**src/uart_fsr_pkg.sv**
```systemverilog
package uart_fsr_pkg;

	// fifo geometry
	localparam int unsigned FIFO_DEPTH = 16;
	localparam int unsigned CNT_W = 16;

	// register byte addresses
	localparam logic [31:0] ADDR_FIFO_STATUS = 32'h5000_117C;
	localparam logic [31:0] ADDR_TX_FILL = 32'h5000_1180;
	localparam logic [31:0] ADDR_RX_FILL = 32'h5000_1184;
	localparam logic [31:0] ADDR_SOFT_RESET = 32'h5000_1188;
	localparam logic [31:0] ADDR_RTS_MIRROR = 32'h5000_118C;
	localparam logic [31:0] ADDR_MODEM_CTRL = 32'h5000_1200;
	localparam logic [31:0] ADDR_FIFO_CTRL = 32'h5000_1204;
	localparam logic [31:0] ADDR_RX_THRESH = 32'h5000_1208;

	// fifo_status fields
	localparam int unsigned ST_TX_ROOM = 1;
	localparam int unsigned ST_TX_EMPTY = 2;
	localparam int unsigned ST_RX_NOT_EMPTY = 3;
	localparam int unsigned ST_RX_FULL = 4;

	// soft_reset_ctrl fields
	localparam int unsigned SR_BLOCK = 0;
	localparam int unsigned SR_RX_FLUSH = 1;
	localparam int unsigned SR_TX_FLUSH = 2;

	// modem_control_reg fields
	localparam int unsigned MC_RTS = 1;
	localparam int unsigned MC_LOOP = 4;
	localparam int unsigned MC_AUTO_FLOW = 5;

	// fifo_control_reg fields
	localparam int unsigned FC_ENABLE = 0;
	localparam int unsigned FC_RX_FLUSH = 1;
	localparam int unsigned FC_TX_FLUSH = 2;

	// reset values
	localparam logic [15:0] RST_COUNT = 16'h0000;
	localparam logic RST_TX_ROOM = 1'b1;
	localparam logic RST_RTS = 1'b0;
	localparam logic [15:0] RST_THRESH = 16'h000E;

	// soft reset release: synchroniser stages
	localparam int unsigned RST_SYNC_STAGES = 2;

	typedef struct packed {
		logic tx_push;
		logic tx_pop;
		logic rx_push;
		logic rx_pop;
	} fifo_evt_s;

	typedef struct packed {
		logic [15:0] tx_cnt;
		logic [15:0] rx_cnt;
		logic tx_room;
		logic rts;
		logic loop;
		logic auto_flow;
		logic fifo_en;
		logic [15:0] thresh;
		logic [15:0] rdata;
		logic rts_n;
		logic loop_cts;
		logic tx_flush;
		logic rx_flush;
	} ctrl_state_s;

endpackage : uart_fsr_pkg

```
**src/uart_fifo_status_reset_rts.sv**
```systemverilog
// The address-and-strobe port was decided locally.
`timescale 1ns/10ps
// Operation
// RL1 - status bit 1 is 1 while tx fifo has room, 0 when full; resets 1
// RL2 - tx fifo entry count readable as read-only 16-bit value, resets to zero
// RL3 - rx fifo entry count readable as read-only 16-bit value, resets to zero
// RL4 - soft reset bit 2 empties tx fifo, same as tx flush in fifo control
// RL5 - soft reset bit 1 empties rx fifo, same as rx flush in fifo control
// RL6 - both flush bits clear themselves and read back as zero
// RL7 - soft reset bit 0 resets whole controller, async assert, sync release
// RL8 - rts mirror bit reads and writes modem control rts bit, resets 0
// RL9 - without auto flow, rts_n goes low while the rts bit is 1
// RL10 - auto flow with fifos on holds rts_n high above rx threshold
// RL11 - loopback holds rts_n high and loops rts back to modem status
// RL12 - fifo depth is a parameter, default 16, bounding counts and full
// RL13 - controller soft reset zeroes both counts and sets the room flag
module uart_fifo_status_reset_rts #(
	parameter int unsigned DEPTH = uart_fsr_pkg::FIFO_DEPTH
) (
	// clock and reset
	input wire logic clk_sys,
	input wire logic rst_n,
	// register port
	input wire logic [31:0] addr,
	input wire logic [31:0] wdata,
	input wire logic wr,
	input wire logic rd,
	output logic [31:0] rdata,
	// fifo traffic from the data path
	input uart_fsr_pkg::fifo_evt_s fifo_evt,
	// controls to the data path
	output logic tx_flush,
	output logic rx_flush,
	output logic fifo_en,
	output logic uart_rst_n,
	// status
	output logic tx_room_flag,
	output logic [15:0] tx_level,
	output logic [15:0] rx_level,
	// modem side
	output logic rts_n,
	output logic loop_cts
);

	localparam logic [15:0] DEPTH_W = 16'(DEPTH);

	uart_fsr_pkg::ctrl_state_s s;
	uart_fsr_pkg::ctrl_state_s next_s;
	logic ur_hold;
	logic rst_comb_n;
	logic [uart_fsr_pkg::RST_SYNC_STAGES-1:0] rst_sync;
	logic wr_srr;
	logic wr_fcr;
	logic tx_clear;
	logic rx_clear;
	logic above;

	// one push/pop step, saturating at empty and at depth
	function automatic logic [15:0] step(
		input logic [15:0] cnt,
		input logic push,
		input logic pop,
		input logic [15:0] lim
	);
		logic okp;
		logic oko;
		okp = push && (cnt < lim);
		oko = pop && (cnt != 16'h0000);
		if (okp && !oko) begin
			step = 16'(cnt + 16'h0001);
		end else if (oko && !okp) begin
			step = 16'(cnt - 16'h0001);
		end else begin
			step = cnt;
		end
	endfunction : step

	////////////////////////////////////////////////////////////////////////
	// controller soft reset

	// pulse from a flop so the async assert cannot glitch
	always_ff @(posedge clk_sys or negedge rst_n) begin
		if (!rst_n) begin
			ur_hold <= 1'b0;
		end else begin
			ur_hold <= wr && (addr == uart_fsr_pkg::ADDR_SOFT_RESET)
				&& wdata[uart_fsr_pkg::SR_BLOCK]; // [RL7]
		end
	end

	assign rst_comb_n = rst_n && !ur_hold; // [RL7]

	// release only on a clock edge; serial domain takes uart_rst_n too
	always_ff @(posedge clk_sys or negedge rst_comb_n) begin
		if (!rst_comb_n) begin
			rst_sync <= '0;
		end else begin
			rst_sync <= {rst_sync[uart_fsr_pkg::RST_SYNC_STAGES-2:0], 1'b1}; // [RL7]
		end
	end

	assign uart_rst_n = rst_sync[uart_fsr_pkg::RST_SYNC_STAGES-1];

	////////////////////////////////////////////////////////////////////////
	// next state

	assign wr_srr = wr && (addr == uart_fsr_pkg::ADDR_SOFT_RESET);
	assign wr_fcr = wr && (addr == uart_fsr_pkg::ADDR_FIFO_CTRL);

	always_comb begin
		next_s = s;
		next_s.rdata = 16'h0000;
		// dropping fifo enable also empties both fifos
		tx_clear = (wr_srr && wdata[uart_fsr_pkg::SR_TX_FLUSH])
			|| (wr_fcr && wdata[uart_fsr_pkg::FC_TX_FLUSH])
			|| (wr_fcr && s.fifo_en && !wdata[uart_fsr_pkg::FC_ENABLE]); // [RL4]
		rx_clear = (wr_srr && wdata[uart_fsr_pkg::SR_RX_FLUSH])
			|| (wr_fcr && wdata[uart_fsr_pkg::FC_RX_FLUSH])
			|| (wr_fcr && s.fifo_en && !wdata[uart_fsr_pkg::FC_ENABLE]); // [RL5]
		// flush strobes live one cycle only
		next_s.tx_flush = tx_clear; // [RL6]
		next_s.rx_flush = rx_clear; // [RL6]
		// a flush outranks traffic in the same cycle
		if (tx_clear) begin
			next_s.tx_cnt = uart_fsr_pkg::RST_COUNT; // [RL4]
		end else begin
			next_s.tx_cnt = step(s.tx_cnt, fifo_evt.tx_push, fifo_evt.tx_pop, DEPTH_W); // [RL2]
		end
		if (rx_clear) begin
			next_s.rx_cnt = uart_fsr_pkg::RST_COUNT; // [RL5]
		end else begin
			next_s.rx_cnt = step(s.rx_cnt, fifo_evt.rx_push, fifo_evt.rx_pop, DEPTH_W); // [RL3]
		end
		next_s.tx_room = (next_s.tx_cnt != DEPTH_W); // [RL1] [RL12]
		if (wr) begin
			case (addr)
				uart_fsr_pkg::ADDR_RTS_MIRROR: begin
					next_s.rts = wdata[0]; // [RL8]
				end
				uart_fsr_pkg::ADDR_MODEM_CTRL: begin
					next_s.rts = wdata[uart_fsr_pkg::MC_RTS];
					next_s.loop = wdata[uart_fsr_pkg::MC_LOOP];
					next_s.auto_flow = wdata[uart_fsr_pkg::MC_AUTO_FLOW];
				end
				uart_fsr_pkg::ADDR_FIFO_CTRL: begin
					next_s.fifo_en = wdata[uart_fsr_pkg::FC_ENABLE];
				end
				uart_fsr_pkg::ADDR_RX_THRESH: begin
					next_s.thresh = wdata[15:0];
				end
				default: begin
				end
			endcase
		end
		if (rd) begin
			case (addr)
				uart_fsr_pkg::ADDR_FIFO_STATUS: begin
					next_s.rdata[uart_fsr_pkg::ST_TX_ROOM] = s.tx_room; // [RL1]
					next_s.rdata[uart_fsr_pkg::ST_TX_EMPTY] = (s.tx_cnt == 16'h0000);
					next_s.rdata[uart_fsr_pkg::ST_RX_NOT_EMPTY] = (s.rx_cnt != 16'h0000);
					next_s.rdata[uart_fsr_pkg::ST_RX_FULL] = (s.rx_cnt == DEPTH_W);
				end
				uart_fsr_pkg::ADDR_TX_FILL: begin
					next_s.rdata = s.tx_cnt; // [RL2]
				end
				uart_fsr_pkg::ADDR_RX_FILL: begin
					next_s.rdata = s.rx_cnt; // [RL3]
				end
				uart_fsr_pkg::ADDR_RTS_MIRROR: begin
					next_s.rdata[0] = s.rts; // [RL8]
				end
				uart_fsr_pkg::ADDR_MODEM_CTRL: begin
					next_s.rdata[uart_fsr_pkg::MC_RTS] = s.rts;
					next_s.rdata[uart_fsr_pkg::MC_LOOP] = s.loop;
					next_s.rdata[uart_fsr_pkg::MC_AUTO_FLOW] = s.auto_flow;
				end
				uart_fsr_pkg::ADDR_FIFO_CTRL: begin
					// flush bits are write-only
					next_s.rdata[uart_fsr_pkg::FC_ENABLE] = s.fifo_en; // [RL6]
				end
				uart_fsr_pkg::ADDR_RX_THRESH: begin
					next_s.rdata = s.thresh;
				end
				default: begin
					next_s.rdata = 16'h0000;
				end
			endcase
		end
		above = next_s.auto_flow && next_s.fifo_en && (next_s.rx_cnt > next_s.thresh);
		if (next_s.loop) begin
			next_s.rts_n = 1'b1; // [RL11]
		end else begin
			next_s.rts_n = !(next_s.rts && !above); // [RL9] [RL10]
		end
		next_s.loop_cts = next_s.loop && next_s.rts; // [RL11]
	end

	////////////////////////////////////////////////////////////////////////
	// state register

	// everything here falls back with the controller soft reset
	always_ff @(posedge clk_sys or negedge uart_rst_n) begin
		if (!uart_rst_n) begin
			s.tx_cnt <= uart_fsr_pkg::RST_COUNT; // [RL13]
			s.rx_cnt <= uart_fsr_pkg::RST_COUNT; // [RL13]
			s.tx_room <= uart_fsr_pkg::RST_TX_ROOM; // [RL13]
			s.rts <= uart_fsr_pkg::RST_RTS;
			s.loop <= 1'b0;
			s.auto_flow <= 1'b0;
			s.fifo_en <= 1'b0;
			s.thresh <= uart_fsr_pkg::RST_THRESH;
			s.rdata <= 16'h0000;
			s.rts_n <= 1'b1;
			s.loop_cts <= 1'b0;
			s.tx_flush <= 1'b0;
			s.rx_flush <= 1'b0;
		end else begin
			s <= next_s;
		end
	end

	assign rdata = {16'h0000, s.rdata};
	assign tx_flush = s.tx_flush;
	assign rx_flush = s.rx_flush;
	assign fifo_en = s.fifo_en;
	assign tx_room_flag = s.tx_room;
	assign tx_level = s.tx_cnt;
	assign rx_level = s.rx_cnt;
	assign rts_n = s.rts_n;
	assign loop_cts = s.loop_cts;

	////////////////////////////////////////////////////////////////////////
	// checks

	a_tx_room_flag: assert property (@(posedge clk_sys) disable iff (!uart_rst_n) // [RL1]
		fifo_evt.tx_push && !fifo_evt.tx_pop && !tx_clear && (s.tx_cnt == DEPTH_W - 16'h0001)
		|=> !tx_room_flag && (tx_level == DEPTH_W))
		else $error("tx room flag not cleared at full");

	a_tx_level_read: assert property (@(posedge clk_sys) disable iff (!uart_rst_n) // [RL2]
		rd && (addr == uart_fsr_pkg::ADDR_TX_FILL)
		|=> rdata == {16'h0000, $past(s.tx_cnt)})
		else $error("tx level read mismatch");

	a_rx_level_read: assert property (@(posedge clk_sys) disable iff (!uart_rst_n) // [RL3]
		rd && (addr == uart_fsr_pkg::ADDR_RX_FILL)
		|=> rdata == {16'h0000, $past(s.rx_cnt)})
		else $error("rx level read mismatch");

	a_tx_flush_empty: assert property (@(posedge clk_sys) disable iff (!uart_rst_n) // [RL4]
		wr_srr && wdata[uart_fsr_pkg::SR_TX_FLUSH]
		|=> (tx_level == 16'h0000) && tx_room_flag && tx_flush)
		else $error("tx flush did not empty fifo");

	a_rx_flush_empty: assert property (@(posedge clk_sys) disable iff (!uart_rst_n) // [RL5]
		wr_srr && wdata[uart_fsr_pkg::SR_RX_FLUSH]
		|=> (rx_level == 16'h0000) && rx_flush)
		else $error("rx flush did not empty fifo");

	a_flush_self_clear: assert property (@(posedge clk_sys) disable iff (!uart_rst_n) // [RL6]
		tx_flush && !tx_clear |=> !tx_flush)
		else $error("tx flush stuck high");

	a_soft_reset_seq: assert property (@(posedge clk_sys) disable iff (!rst_n) // [RL7]
		wr_srr && wdata[uart_fsr_pkg::SR_BLOCK] && uart_rst_n
		|=> (!uart_rst_n)[*3] ##1 uart_rst_n)
		else $error("soft reset sequence wrong");

	a_rts_mirror_read: assert property (@(posedge clk_sys) disable iff (!uart_rst_n) // [RL8]
		wr && (addr == uart_fsr_pkg::ADDR_RTS_MIRROR) ##1 rd && (addr == uart_fsr_pkg::ADDR_RTS_MIRROR)
		|=> rdata[0] == $past(wdata[0], 2))
		else $error("rts mirror readback wrong");

	a_rts_manual: assert property (@(posedge clk_sys) disable iff (!uart_rst_n) // [RL9]
		wr && (addr == uart_fsr_pkg::ADDR_RTS_MIRROR) && wdata[0] && !s.loop && !s.auto_flow
		|=> !rts_n)
		else $error("rts_n not driven low");

	// rts_n is registered together with the settings it is derived from
	a_rts_flow_gate: assert property (@(posedge clk_sys) disable iff (!uart_rst_n) // [RL10]
		s.auto_flow && s.fifo_en && (s.rx_cnt > s.thresh)
		|-> rts_n)
		else $error("rts_n active above threshold");

	a_loop_hold: assert property (@(posedge clk_sys) disable iff (!uart_rst_n) // [RL11]
		s.loop && !wr |=> rts_n && (loop_cts == $past(s.rts)))
		else $error("loopback rts handling wrong");

	a_level_bound: assert property (@(posedge clk_sys) disable iff (!uart_rst_n) // [RL12]
		(tx_level <= DEPTH_W) && (rx_level <= DEPTH_W))
		else $error("fifo level beyond depth");

	a_reset_levels: assert property (@(posedge clk_sys) disable iff (!rst_n) // [RL13]
		$rose(uart_rst_n) |-> (tx_level == 16'h0000) && (rx_level == 16'h0000) && tx_room_flag)
		else $error("soft reset left fifo state");

endmodule : uart_fifo_status_reset_rts

```
**config.mk**
```make
export PLATFORM = sky130hd
export DESIGN_NAME = uart_fifo_status_reset_rts
export DESIGN_NICKNAME = d
export VERILOG_FILES = /design/src/uart_fsr_pkg.sv /design/src/uart_fifo_status_reset_rts.sv
export SDC_FILE = /design/constraint.sdc
export NUM_CORES = 1
export LEC_CHECK = 0
export BUFFER_PORTS_ARGS = -buffer_cell sky130_fd_sc_hd__buf_4
export CORE_MARGIN = 4
export CORE_UTILIZATION = 24
export CTS_CLUSTER_SIZE = 24
export DETAILED_ROUTE_END_ITERATION = 10
export PLACE_DENSITY_LB_ADDON = 0.05
export SETUP_SLACK_MARGIN = 0.2
export SLEW_MARGIN = 5
export SYNTH_ARGS = -nofsm -noshare
export SYNTH_HDL_FRONTEND = slang
export SYNTH_SLANG_ARGS = --single-unit
```
**constraint.sdc**
```tcl
create_clock -name clk_sys -period 4.35 [get_ports clk_sys]
set_clock_uncertainty 0.1 [all_clocks]
set_input_delay 0.87 -clock clk_sys [delete_from_list [all_inputs] [get_ports clk_sys]]
set_output_delay 0.87 -clock clk_sys [all_outputs]
set_load 0.05 [all_outputs]
```
==> impl_results.md, run 1 <==
- Area enclosed by the die boundary: 22,800 µm²
- Largest stage delay, worst path: 0.57 ns
- Setup violators final: 0
- Antenna violations before repair: 0
- Worst Max-Slew Pin Slew: 0.969 ns
- Commonest cells after routing, fill and taps aside: buf_4 (145), dfrtp_1 (70), nor2_1 (48)
- H-tree levels: 3
- CTS tree: built
- Startpoint class of the critical path: register
- Setup repair after global routing missed its margin: false
- Post-Syn Area: 4920 µm²
- Via density: 4.60
- Clk slew on worst S/H paths: 0.07 ns
- Number of global-route vias before repair: 4,193
- Top area cells in the synthesized netlist: dfrtp_1 (36%), buf_4 (9.8%), ha_1 (5.3%)
- Distinct cells, synth: 68
- Worst path most repeated cell: nor2_1
- Critical path's slowest cell: or4_4
- Site row count: 52
- Share of synthesized registers carrying an async set or reset: 1.00
- Overall Global Routing Usage: 0.145
- Hpwl dp: 12,600 µm
- Number of port buffers: 110
- First-pass GRT wire length: 24,800 µm
- Crit path time final: 4.00 ns
- Hold crit path type: reg -> async
- CORE AREA: 20,200 µm²
- Number of buffer and inverter instances along the worst setup path: 2
- Syn_area_per_cell: 9.85 µm²
- Number of synthesized register bits: 76
- Post-synthesis instance total: 499
- Fillcell total: 2,168
- TritonCTS Buffers: 9
- Area of combinational cells with multiple inputs: 2560 µm²
- Number of flops mapped to enable cells by yosys: 0
- Worst ir drop on vdd: 331 µV
- Post-placement worst setup slack: -0.0808 ns
- Post-detailed-placement cell area: 5900 µm²
- Height of the die: 151 µm
- Max Transition Viols Final: 0
- Antenna-violating nets left: 0
- Smallest setup slack after layout: 0.351 ns
- Start-to-end type of the worst setup path: reg -> reg
- Vias: 3,999
- Outcome: completed
- Required @ worst endpoint: 4.50 ns
- Max-Cap Viols: 0
- Final cell area excluding filler cells: 6280 µm²
- Number of nets in the finished design: 687
- Largest delay contributor family on the critical path: simple AND/OR/NAND/NOR gates
- Worst path cell trace: or4_4 -> or4_4 -> o2111ai_4 -> buf_6 -> nor2_1 -> xnor2_1 -> nor2_1 -> ha_1 -> a21oi_1 -> o21ai_0 -> a21o_1 -> a211oi_2 -> nor2_1 -> nor4_1 -> buf_4 -> o311ai_2
- Arrival time at the worst endpoint: 4.15 ns
- Critical path peak fanout: 5
- DRC viols: 0
- Per-cell routed wire length: 18.6 µm
- Die X-Extent: 151 µm
- Final Routed Wirelength: 16,200 µm
- Detailed router's first-iteration violation count: 203
- Share of the yosys chip area belonging to registers: 0.388
- Number of inserted diodes: 0
- Weighted congestion at the end of routability-driven global placement: 0.786
- Kind of capture point of the worst setup path: register
- Standby leakage power: 2.87 nW
- Register-to-Register Setup Slack: 0.35 ns
- Register area: 1910 µm²
- Pin count of the biggest net entering global routing: 74
- Sinks on the clock net: 76
- Hold Vio Cnt, Final: 0
- Overall overflow remaining after global route: 0
- Power density over the cells: 586 nW/µm²
- Initial core utilization: 0.244
- Ys flop type: dfrtp_1
- First-pass DRT Iterations: 5
- IO Count: 143
- Headroom to the max-slew limit: 0.354
- Worst skew pair latency: 0.34 ns
- Share of the clock period used by the worst path: 0.919
- Clock buffer depth: 2
- Most common library cell in the layout ignoring fill and taps: buf_4
- Root Driver: clkbuf_16
- Synth warn: 0
- Share of post-route cells with drive strength above 1: 0.331
- Biggest area consumer among synthesized cells: dfrtp_1
- Fraction of post-synthesis cell area in the top cell type by area: 0.361
- Upper clock frequency limit: 250 MHz
- Layout-stage area growth over the synthesis result: 27.6%
==> logic make-up after synthesis <==
| family | Yosys count | share of synthesized area |
|---|---|---|
| xor gates and xnor gates | 26 | 0.0463 |
| AOI/OAI and AO/OA | 82 | 0.124 |
| DFF | 76 | 0.388 |
| other | 2 | 0.00153 |
| muxes | 35 | 0.0756 |
| and+or+nand+nor | 168 | 0.191 |
| adders and majority gates | 22 | 0.0555 |
| buffers and inverters | 88 | 0.118 |
==> timing repair <==
action,CTS,global route
resized for setup,0,13
hold buffers,0,0
buffers inserted,0,1
setup endpoints to repair,0,1
==> stage by stage <==
step | hold slack (ns) | TNS [ns] | util | instances | power (mW)
2_1_floorplan | 0.0494 | 0 | - | 514 | 2.38
3_3_place_gp | 0.212 | -0.0753 | 0.293 | 852 | 2.87
3_5_place_dp | 0.212 | -0.0808 | 0.293 | 852 | 2.89
4_1_cts | 0.183 | 0 | 0.307 | 868 | 3.67
5_1_grt | 0.189 | 0 | 0.311 | 869 | 3.92
6_report | 0.175 | 0 | 0.311 | 869 | 3.68
==> flip-flops by register name (all words and copies together) (netlist names) <==
register,cells
fifo_en,1
loop_cts,1
rdata,16
rst_sync,2
rts_n,1
rx_flush,1
rx_level,16
s,19
tx_flush,1
tx_level,16
tx_room_flag,1
ur_hold,1
==> path summary, 6_finish.rpt <==
path / from / cells past startpoint / endpoint
worst min register to register: ur_hold$_DFF_PN0_ / 1 / rst_sync[1]$_DFF_PN0_
worst max register to register: rx_level[13]$_DFF_PN0_ / 16 / rts_n$_DFF_PN1_
worst max-delay path: rx_level[13]$_DFF_PN0_ / 16 / rts_n$_DFF_PN1_
worst min-delay path: ur_hold$_DFF_PN0_ / 1 / rst_sync[1]$_DFF_PN0_
max in group asynchronous: rst_sync[1]$_DFF_PN0_ / 1 / s[25]$_DFF_PN0_
min in group clk_sys: rst_sync[0]$_DFF_PN0_ / 0 / rst_sync[1]$_DFF_PN0_
==> per-layer routing <==
metal	share of wire	vias up	global-route usage
met5	0	-	0
met4	0.013	0	0.0453
met3	0.032	14	0.0197
met2	0.49	80	0.238
met1	0.47	1958	0.197
li1	-	1947	-
==> power breakdown <==
group / total (mW) / internal [mW] / leakage (nW) / switching, mW
Clock: 0.763 / 0.446 / 0.143 / 0.318
Combinational: 1.83 / 0.685 / 1.74 / 1.15
Sequential: 1.08 / 0.839 / 0.986 / 0.245
Total: 3.68 / 1.97 / 2.87 / 1.71
==> area by class of cell <==
cell class	count	share of cell area
tap	270	0.0538
inverter	9	0.00538
timing repair buffer	148	0.182
clock buffer	10	0.0365
clock inverter	6	0.0104
multi-input combinational	350	0.408
sequential	76	0.305
==> cell usage after synthesis, types with 8 or more instances <==
cell type and number:
a21oi_1 17, a222oi_1 12, a22oi_1 9, buf_4 64, clkbuf_1 8, dfrtp_1 71
ha_1 21, inv_1 8, mux2_1 16, mux2i_1 18, nand2_1 26, nand4_1 9
nor2_1 49, nor2b_1 8, nor3_1 10, nor4_1 13, o21ai_0 8, xnor2_1 18
xor2_1 8
No activity file was read; power rests on OpenSTA's default activity.
==> run 2: changes to the inputs <==
--- a/config.mk
+++ b/config.mk
@@ -10,7 +10,7 @@
 export CORE_UTILIZATION = 24
 export CTS_CLUSTER_SIZE = 24
 export DETAILED_ROUTE_END_ITERATION = 10
-export PLACE_DENSITY_LB_ADDON = 0.05
+export PLACE_DENSITY = 0.39
 export SETUP_SLACK_MARGIN = 0.2
 export SLEW_MARGIN = 5
 export SYNTH_ARGS = -nofsm -noshare
==> impl_results.md, run 2 (synthesis results as in run 1) <==
- Clock buffer depth: 2 (unchanged)
- Upper clock frequency limit: 250 MHz (-0.11%)
- Final cell area excluding filler cells: 6280 µm² (about the same)
- CTS tree: built
- Setup repair after global routing missed its margin: false
- Site row count: 52 (unchanged)
- Register area: 1910 µm² (about the same)
- DRC viols: 0 (unchanged)
- Util after Layout: 0.311 (about the same)
- Power density over the cells: 588 nW/µm² (+0.41%)
- Critical path peak fanout: 4 (-1)
- Launching point of the worst reg2reg path: rx_level[6]$_DFF_PN0_
- Start-to-end type of the worst setup path: reg -> reg
- Worst setup path start: rx_level[6]$_DFF_PN0_
- Antenna-violating nets left: 0 (unchanged)
- Share of the clock period used by the worst path: 0.920 (+0.000991)
- Hpwl dp: 12,200 µm (-3.0%)
- Area of combinational cells with multiple inputs: 2550 µm² (-0.29%)
- Fillcell total: 2,123 (-2.1%)
- Clk slew on worst S/H paths: 0.07 ns (about the same)
- Setup violators final: 0 (unchanged)
- First-pass GRT wire length: 24,000 µm (-3.3%)
- Number of global-route vias before repair: 4,095 (-2.3%)
- Root Driver: clkbuf_16
- Flip-flop count of the largest register after layout: 19 (unchanged)
- Arrival time at the worst endpoint: 4.14 ns (about the same)
- Weighted congestion at the end of routability-driven global placement: 0.791 (+0.61%)
- Outcome: completed
- Worst Max-Slew Pin Slew: 1.01 ns (+0.0367 ns)
- TritonCTS Buffers: 9 (unchanged)
- Headroom to the max-slew limit: 0.329 (-0.0245)
- Cell count after placement: 852 (unchanged)
- Overall overflow remaining after global route: 0 (unchanged)
- Kind of capture point of the worst setup path: register
- Height of the die: 151 µm (unchanged)
- Area enclosed by the die boundary: 22,800 µm² (unchanged)
- Worst skew pair latency: 0.35 ns (about the same)
- Hold Vio Cnt, Final: 0 (unchanged)
- Total power: 3.70 mW (+0.51%)
- Setup tns final: 0 ns (unchanged)
- Startpoint class of the critical path: register
- Register name with the most flops: s
- Crit path time final: 4.00 ns (+0.00431 ns)
- Die X-Extent: 151 µm (unchanged)
- Initial core utilization: 0.244 (unchanged)
- Share of post-route cells with drive strength above 1: 0.326 (-0.00446)
- Fin cells: 868 (-0.12%)
- Most common library cell in the layout ignoring fill and taps: buf_4
- Vias: 4,007 (+0.20%)
- Number of port buffers: 110 (unchanged)
- Max Transition Viols Final: 0 (unchanged)
- Sinks on the clock net: 76 (unchanged)
- Worst ir drop on vdd: 216 µV (-35%)
- Post-placement worst setup slack: -0.0221 ns (+0.0587 ns)
- Standby leakage power: 2.87 nW (+0.20%)
- First-pass DRT Iterations: 6 (+1)
- Detailed router's first-iteration violation count: 196 (-3.4%)
- H-tree levels: 3 (unchanged)
- Pin count of the biggest net entering global routing: 74 (unchanged)
- Smallest setup slack after layout: 0.347 ns (-0.00431 ns)
- CORE AREA: 20,200 µm² (unchanged)
- Overall Global Routing Usage: 0.139 (-0.00537)
- Required @ worst endpoint: 4.48 ns (-0.02 ns)
- Commonest cells after routing, fill and taps aside: buf_4 (145), dfrtp_1 (69), nor2_1 (47)
- IO Count: 143 (unchanged)
- Layout-stage area growth over the synthesis result: 27.8% (about the same)
- Hold crit path type: reg -> async
- Min Hold Slack: 0.173 ns (-0.00223 ns)
- Final Routed Wirelength: 15,700 µm (-3.2%)
- Buffers inserted during post-CTS setup optimization: 0 (unchanged)
- Via density: 4.62 (+0.32%)
- Number of nets in the finished design: 686 (-0.15%)
- Post-detailed-placement cell area: 5900 µm² (about the same)
- Number of inserted diodes: 0 (unchanged)
- Max-Cap Viols: 0 (unchanged)
- Per-cell routed wire length: 18.0 µm (-3.1%)
- Antenna violations before repair: 0 (unchanged)
[run 2: repair_timing]
action                     CTS  global route
gates resized for setup      1            12
gates cloned                 0             0
setup endpoints to repair    1             1
pin swaps                    0             4
hold buffers                 0             0
[run 2: critical path: stages, from the launching register on]
cell and delay, ns:
dfrtp_1 0.37, or4_1 0.56, or4_4 0.58, o31a_1 0.38, nand2_1 0.13, nor4_1 0.07
xnor2_1 0.13, nor2_1 0.08, ha_1 0.28, nand4_1 0.07, or3_1 0.42, a211oi_2 0.22
nor4_2 0.07, buf_4 0.14, o311ai_1 0.29
[run 2: final cells by class]
type,instances,share of cell area
Multi-Input combinational cell,350,0.406
Inverter,9,0.00538
Sequential cell,76,0.305
Clock inverter,6,0.0141
Tap cell,270,0.0538
Clock buffer,10,0.0364
Timing Repair Buffer,147,0.180
[run 2: path summary, 6_finish.rpt]
kind / endpoint / slack (ns) / cells after the start
worst max-delay path: rts_n$_DFF_PN1_ / 0.35 / 14
worst min-delay path: rst_sync[1]$_DFF_PN0_ / 0.17 / 1
worst max register to register: rts_n$_DFF_PN1_ / 0.35 / 14
worst min register to register: rst_sync[1]$_DFF_PN0_ / 0.17 / 1
max in group asynchronous: rx_level[14]$_DFF_PN0_ / 3.00 / 1
min in group clk_sys: rst_sync[1]$_DFF_PN0_ / 0.25 / 0
[run 2: power breakdown]
| part | internal, mW | switching (mW) | leakage [nW] |
|---|---|---|---|
| registers | 0.840 | 0.242 | 0.984 |
| logic | 0.663 | 1.13 | 1.74 |
| clock network | 0.504 | 0.317 | 0.149 |
[run 2: metal layers]
metal  wire, µm  part of all wire  GRT usage  up-vias
li1           -                 -          -     1947
met1       7170              0.46      0.190     1967
met2       7610              0.49      0.226       79
met5          0                 0          0        -
met3        659             0.042     0.0230       14
met4        218             0.014     0.0440        0
==> run 3: changes to the inputs <==
--- a/config.mk
+++ b/config.mk
@@ -8,9 +8,9 @@
 export BUFFER_PORTS_ARGS = -buffer_cell sky130_fd_sc_hd__buf_4
 export CORE_MARGIN = 4
 export CORE_UTILIZATION = 24
-export CTS_CLUSTER_SIZE = 24
 export DETAILED_ROUTE_END_ITERATION = 10
 export PLACE_DENSITY = 0.39
+export REMOVE_ABC_BUFFERS = 1
 export SETUP_SLACK_MARGIN = 0.2
 export SLEW_MARGIN = 5
 export SYNTH_ARGS = -nofsm -noshare
==> constraint.sdc (replaced) <==
create_clock -name clk_sys -period 4.5 [get_ports clk_sys]
set_clock_uncertainty 0.1 [all_clocks]
set_input_delay 0.9 -clock clk_sys [delete_from_list [all_inputs] [get_ports clk_sys]]
set_output_delay 0.9 -clock clk_sys [all_outputs]
set_load 0.05 [all_outputs]
==> impl_results.md, run 3 (synthesis results as in run 1) <==
- Flip-flop count of the largest register after layout: 19 (unchanged)
- First-pass GRT wire length: 24,400 µm (+1.9%)
- TritonCTS Buffers: 9 (unchanged)
- CTS tree: built
- Upper clock frequency limit: 249 MHz (-0.25%)
- Weighted congestion at the end of routability-driven global placement: 0.795 (+0.54%)
- Clock power share: 0.230 (+0.008)
- Post-placement worst setup slack: 0.0887 ns (+0.111 ns)
- Startpoint class of the critical path: register
- Pin count of the biggest net entering global routing: 51 (-31%)
- Arrival time at the worst endpoint: 4.16 ns (+0.02 ns)
- Worst skew pair latency: 0.34 ns (about the same)
- Share of total power in combinational logic: 0.470 (-0.015)
- Overall Global Routing Usage: 0.141 (+0.00168)
- Number of global-route vias before repair: 4,269 (+4.2%)
- Area enclosed by the die boundary: 22,800 µm² (unchanged)
- IO Count: 143 (unchanged)
- Number of port buffers: 110 (unchanged)
- Share of post-route cells with drive strength above 1: 0.317 (-0.00897)
- Number of inserted diodes: 0 (unchanged)
- Power density over the cells: 570 nW/µm² (-3.1%)
- Hold crit path type: reg -> async
- Per-cell routed wire length: 18.0 µm (about the same)
- Number of nets in the finished design: 684 (-0.29%)
- Height of the die: 151 µm (unchanged)
- Post-detailed-placement cell area: 5870 µm² (-0.51%)
- H-tree levels: 3 (unchanged)
- Hold buffer count at cts: 0 (unchanged)
- First-pass DRT Iterations: 5 (-1)
- Antenna violations before repair: 0 (unchanged)
- Fillcell total: 2,151 (+1.3%)
- Register-to-Register Setup Slack: 0.49 ns (+0.14 ns)
- Smallest setup slack after layout: 0.487 ns (+0.140 ns)
- Final Routed Wirelength: 15,600 µm (-0.29%)
- Clk slew on worst S/H paths: 0.06 ns (about the same)
- Initial core utilization: 0.244 (unchanged)
- FF-to-FF path depth: 15 (+1)
- Cell internal pwr: 1.93 mW (-3.7%)
- Via density: 4.76 (+3.2%)
- Worst ir drop on vdd: 371 µV (+72%)
- Antenna-violating nets left: 0 (unchanged)
- Kind of capture point of the worst setup path: register
- CORE AREA: 20,200 µm² (unchanged)
- Setup repair after global routing missed its margin: false
- Standby leakage power: 2.87 nW (-0.16%)
- Worst setup path start: rx_level[6]$_DFF_PN0_
- Vias: 4,124 (+2.9%)
- Sinks on the clock net: 76 (unchanged)
- Switching pwr: 1.63 mW (-3.5%)
- Min Hold Slack: 0.0780 ns (-0.0945 ns)
- Worst Max-Slew Pin Slew: 0.671 ns (-0.335 ns)
- Commonest cells after routing, fill and taps aside: buf_4 (143), dfrtp_1 (70), nor2_1 (47)
- Max Transition Viols Final: 0 (unchanged)
- Start-to-end type of the worst setup path: reg -> reg
- Launching point of the worst reg2reg path: rx_level[6]$_DFF_PN0_
- Site row count: 52 (unchanged)
- Crit path time final: 4.01 ns (+0.00991 ns)
- Most common library cell in the layout ignoring fill and taps: buf_4
- Overall overflow remaining after global route: 0 (unchanged)
- Root Driver: clkbuf_16
- Hold Vio Cnt, Final: 0 (unchanged)
- Layout-stage area growth over the synthesis result: 27.0%
- Endpoint of the most critical register-to-register path: rts_n$_DFF_PN1_
- Setup violators final: 0 (unchanged)
- Switching fraction of total power: 0.457 (about the same)
- Detailed router's first-iteration violation count: 250 (+28%)
- Die X-Extent: 151 µm (unchanged)
- Headroom to the max-slew limit: 0.552 (+0.223)
- Required @ worst endpoint: 4.65 ns (+0.17 ns)
- Share of the clock period used by the worst path: 0.892 (-0.0285)
- Register name with the most flops: s
- Critical path peak fanout: 4 (unchanged)
- Outcome: completed
- Fraction of power consumed by sequential logic: 0.300 (+0.007)
- Hpwl dp: 11,900 µm (-2.1%)
- DRC viols: 0 (unchanged)
- Max-Cap Viols: 0 (unchanged)
- Final cell area excluding filler cells: 6250 µm² (-0.56%)
- Clock buffer depth: 2 (unchanged)
- End point of the critical path: rts_n$_DFF_PN1_
## run 3: area by class of cell
cell class,count,area [µm²],area share
sequential,76,1910,0.306
clock buffer,10,239,0.0383
clock inverter,6,93.8,0.0150
timing repair buffer,145,1110,0.178
inverter,9,33.8,0.00541
tap,270,338,0.0541
multi-input combinational,350,2520,0.403
## run 3: worst min-delay path by stage
stage	startpoint	to	slack (ns)	cells past startpoint
finish	ur_hold$_DFF_PN0_	rst_sync[0]$_DFF_PN0_	0.08	1
global placement	ur_hold$_DFF_PN0_	rst_sync[0]$_DFF_PN0_	0.07	1
CTS	ur_hold$_DFF_PN0_	rst_sync[1]$_DFF_PN0_	0.09	1
detailed placement	ur_hold$_DFF_PN0_	rst_sync[0]$_DFF_PN0_	0.08	1
global route	ur_hold$_DFF_PN0_	rst_sync[1]$_DFF_PN0_	0.11	1
floorplan	ur_hold$_DFF_PN0_	rst_sync[0]$_DFF_PN0_	0.05	1
## run 3: worst max-delay path: stages (launching register included)
cell and delay [ns]:
dfrtp_1 0.38, or4_1 0.58, or4_4 0.59, o2111ai_4 0.26, or3_2 0.19, xor2_1 0.16
nor2_1 0.08, ha_1 0.29, a21oi_1 0.13, o21ai_0 0.10, a21o_1 0.20, a211oi_1 0.23
nor2_1 0.11, nor4_1 0.28, buf_4 0.16, o311ai_1 0.10
## run 3: layer usage
metal	wire length, µm	vias up	track usage
li1	-	1948	-
met5	0	-	0
met4	241	0	0.0471
met1	7090	2056	0.193
met2	7560	107	0.227
met3	729	13	0.0224
## run 3: power groups by stage
stage	combinational, mW	clock (mW)	sequential [mW]
2_1_floorplan	0.625	0	1.46
3_3_place_gp	1.65	0	1.07
3_5_place_dp	1.66	0	1.08
4_1_cts	1.67	0.852	1.06
5_1_grt	1.82	0.882	1.09
6_report	1.68	0.818	1.07
## run 3: timing repair
| item | 4_1_cts | 5_1_grt |
|---|---|---|
| buffers inserted | 0 | 2 |
| gates resized for setup | 0 | 6 |
| endpoints found under the setup margin | 0 | 1 |
## run 3: through the flow
stage,TNS (ns),power [mW],util,cells
CTS,0,3.58,0.307,864
floorplan,-0.479,2.08,-,435
global route,0,3.79,0.310,866
global placement,0,2.72,0.291,848
finish,0,3.56,0.310,866
detailed placement,0,2.74,0.291,848
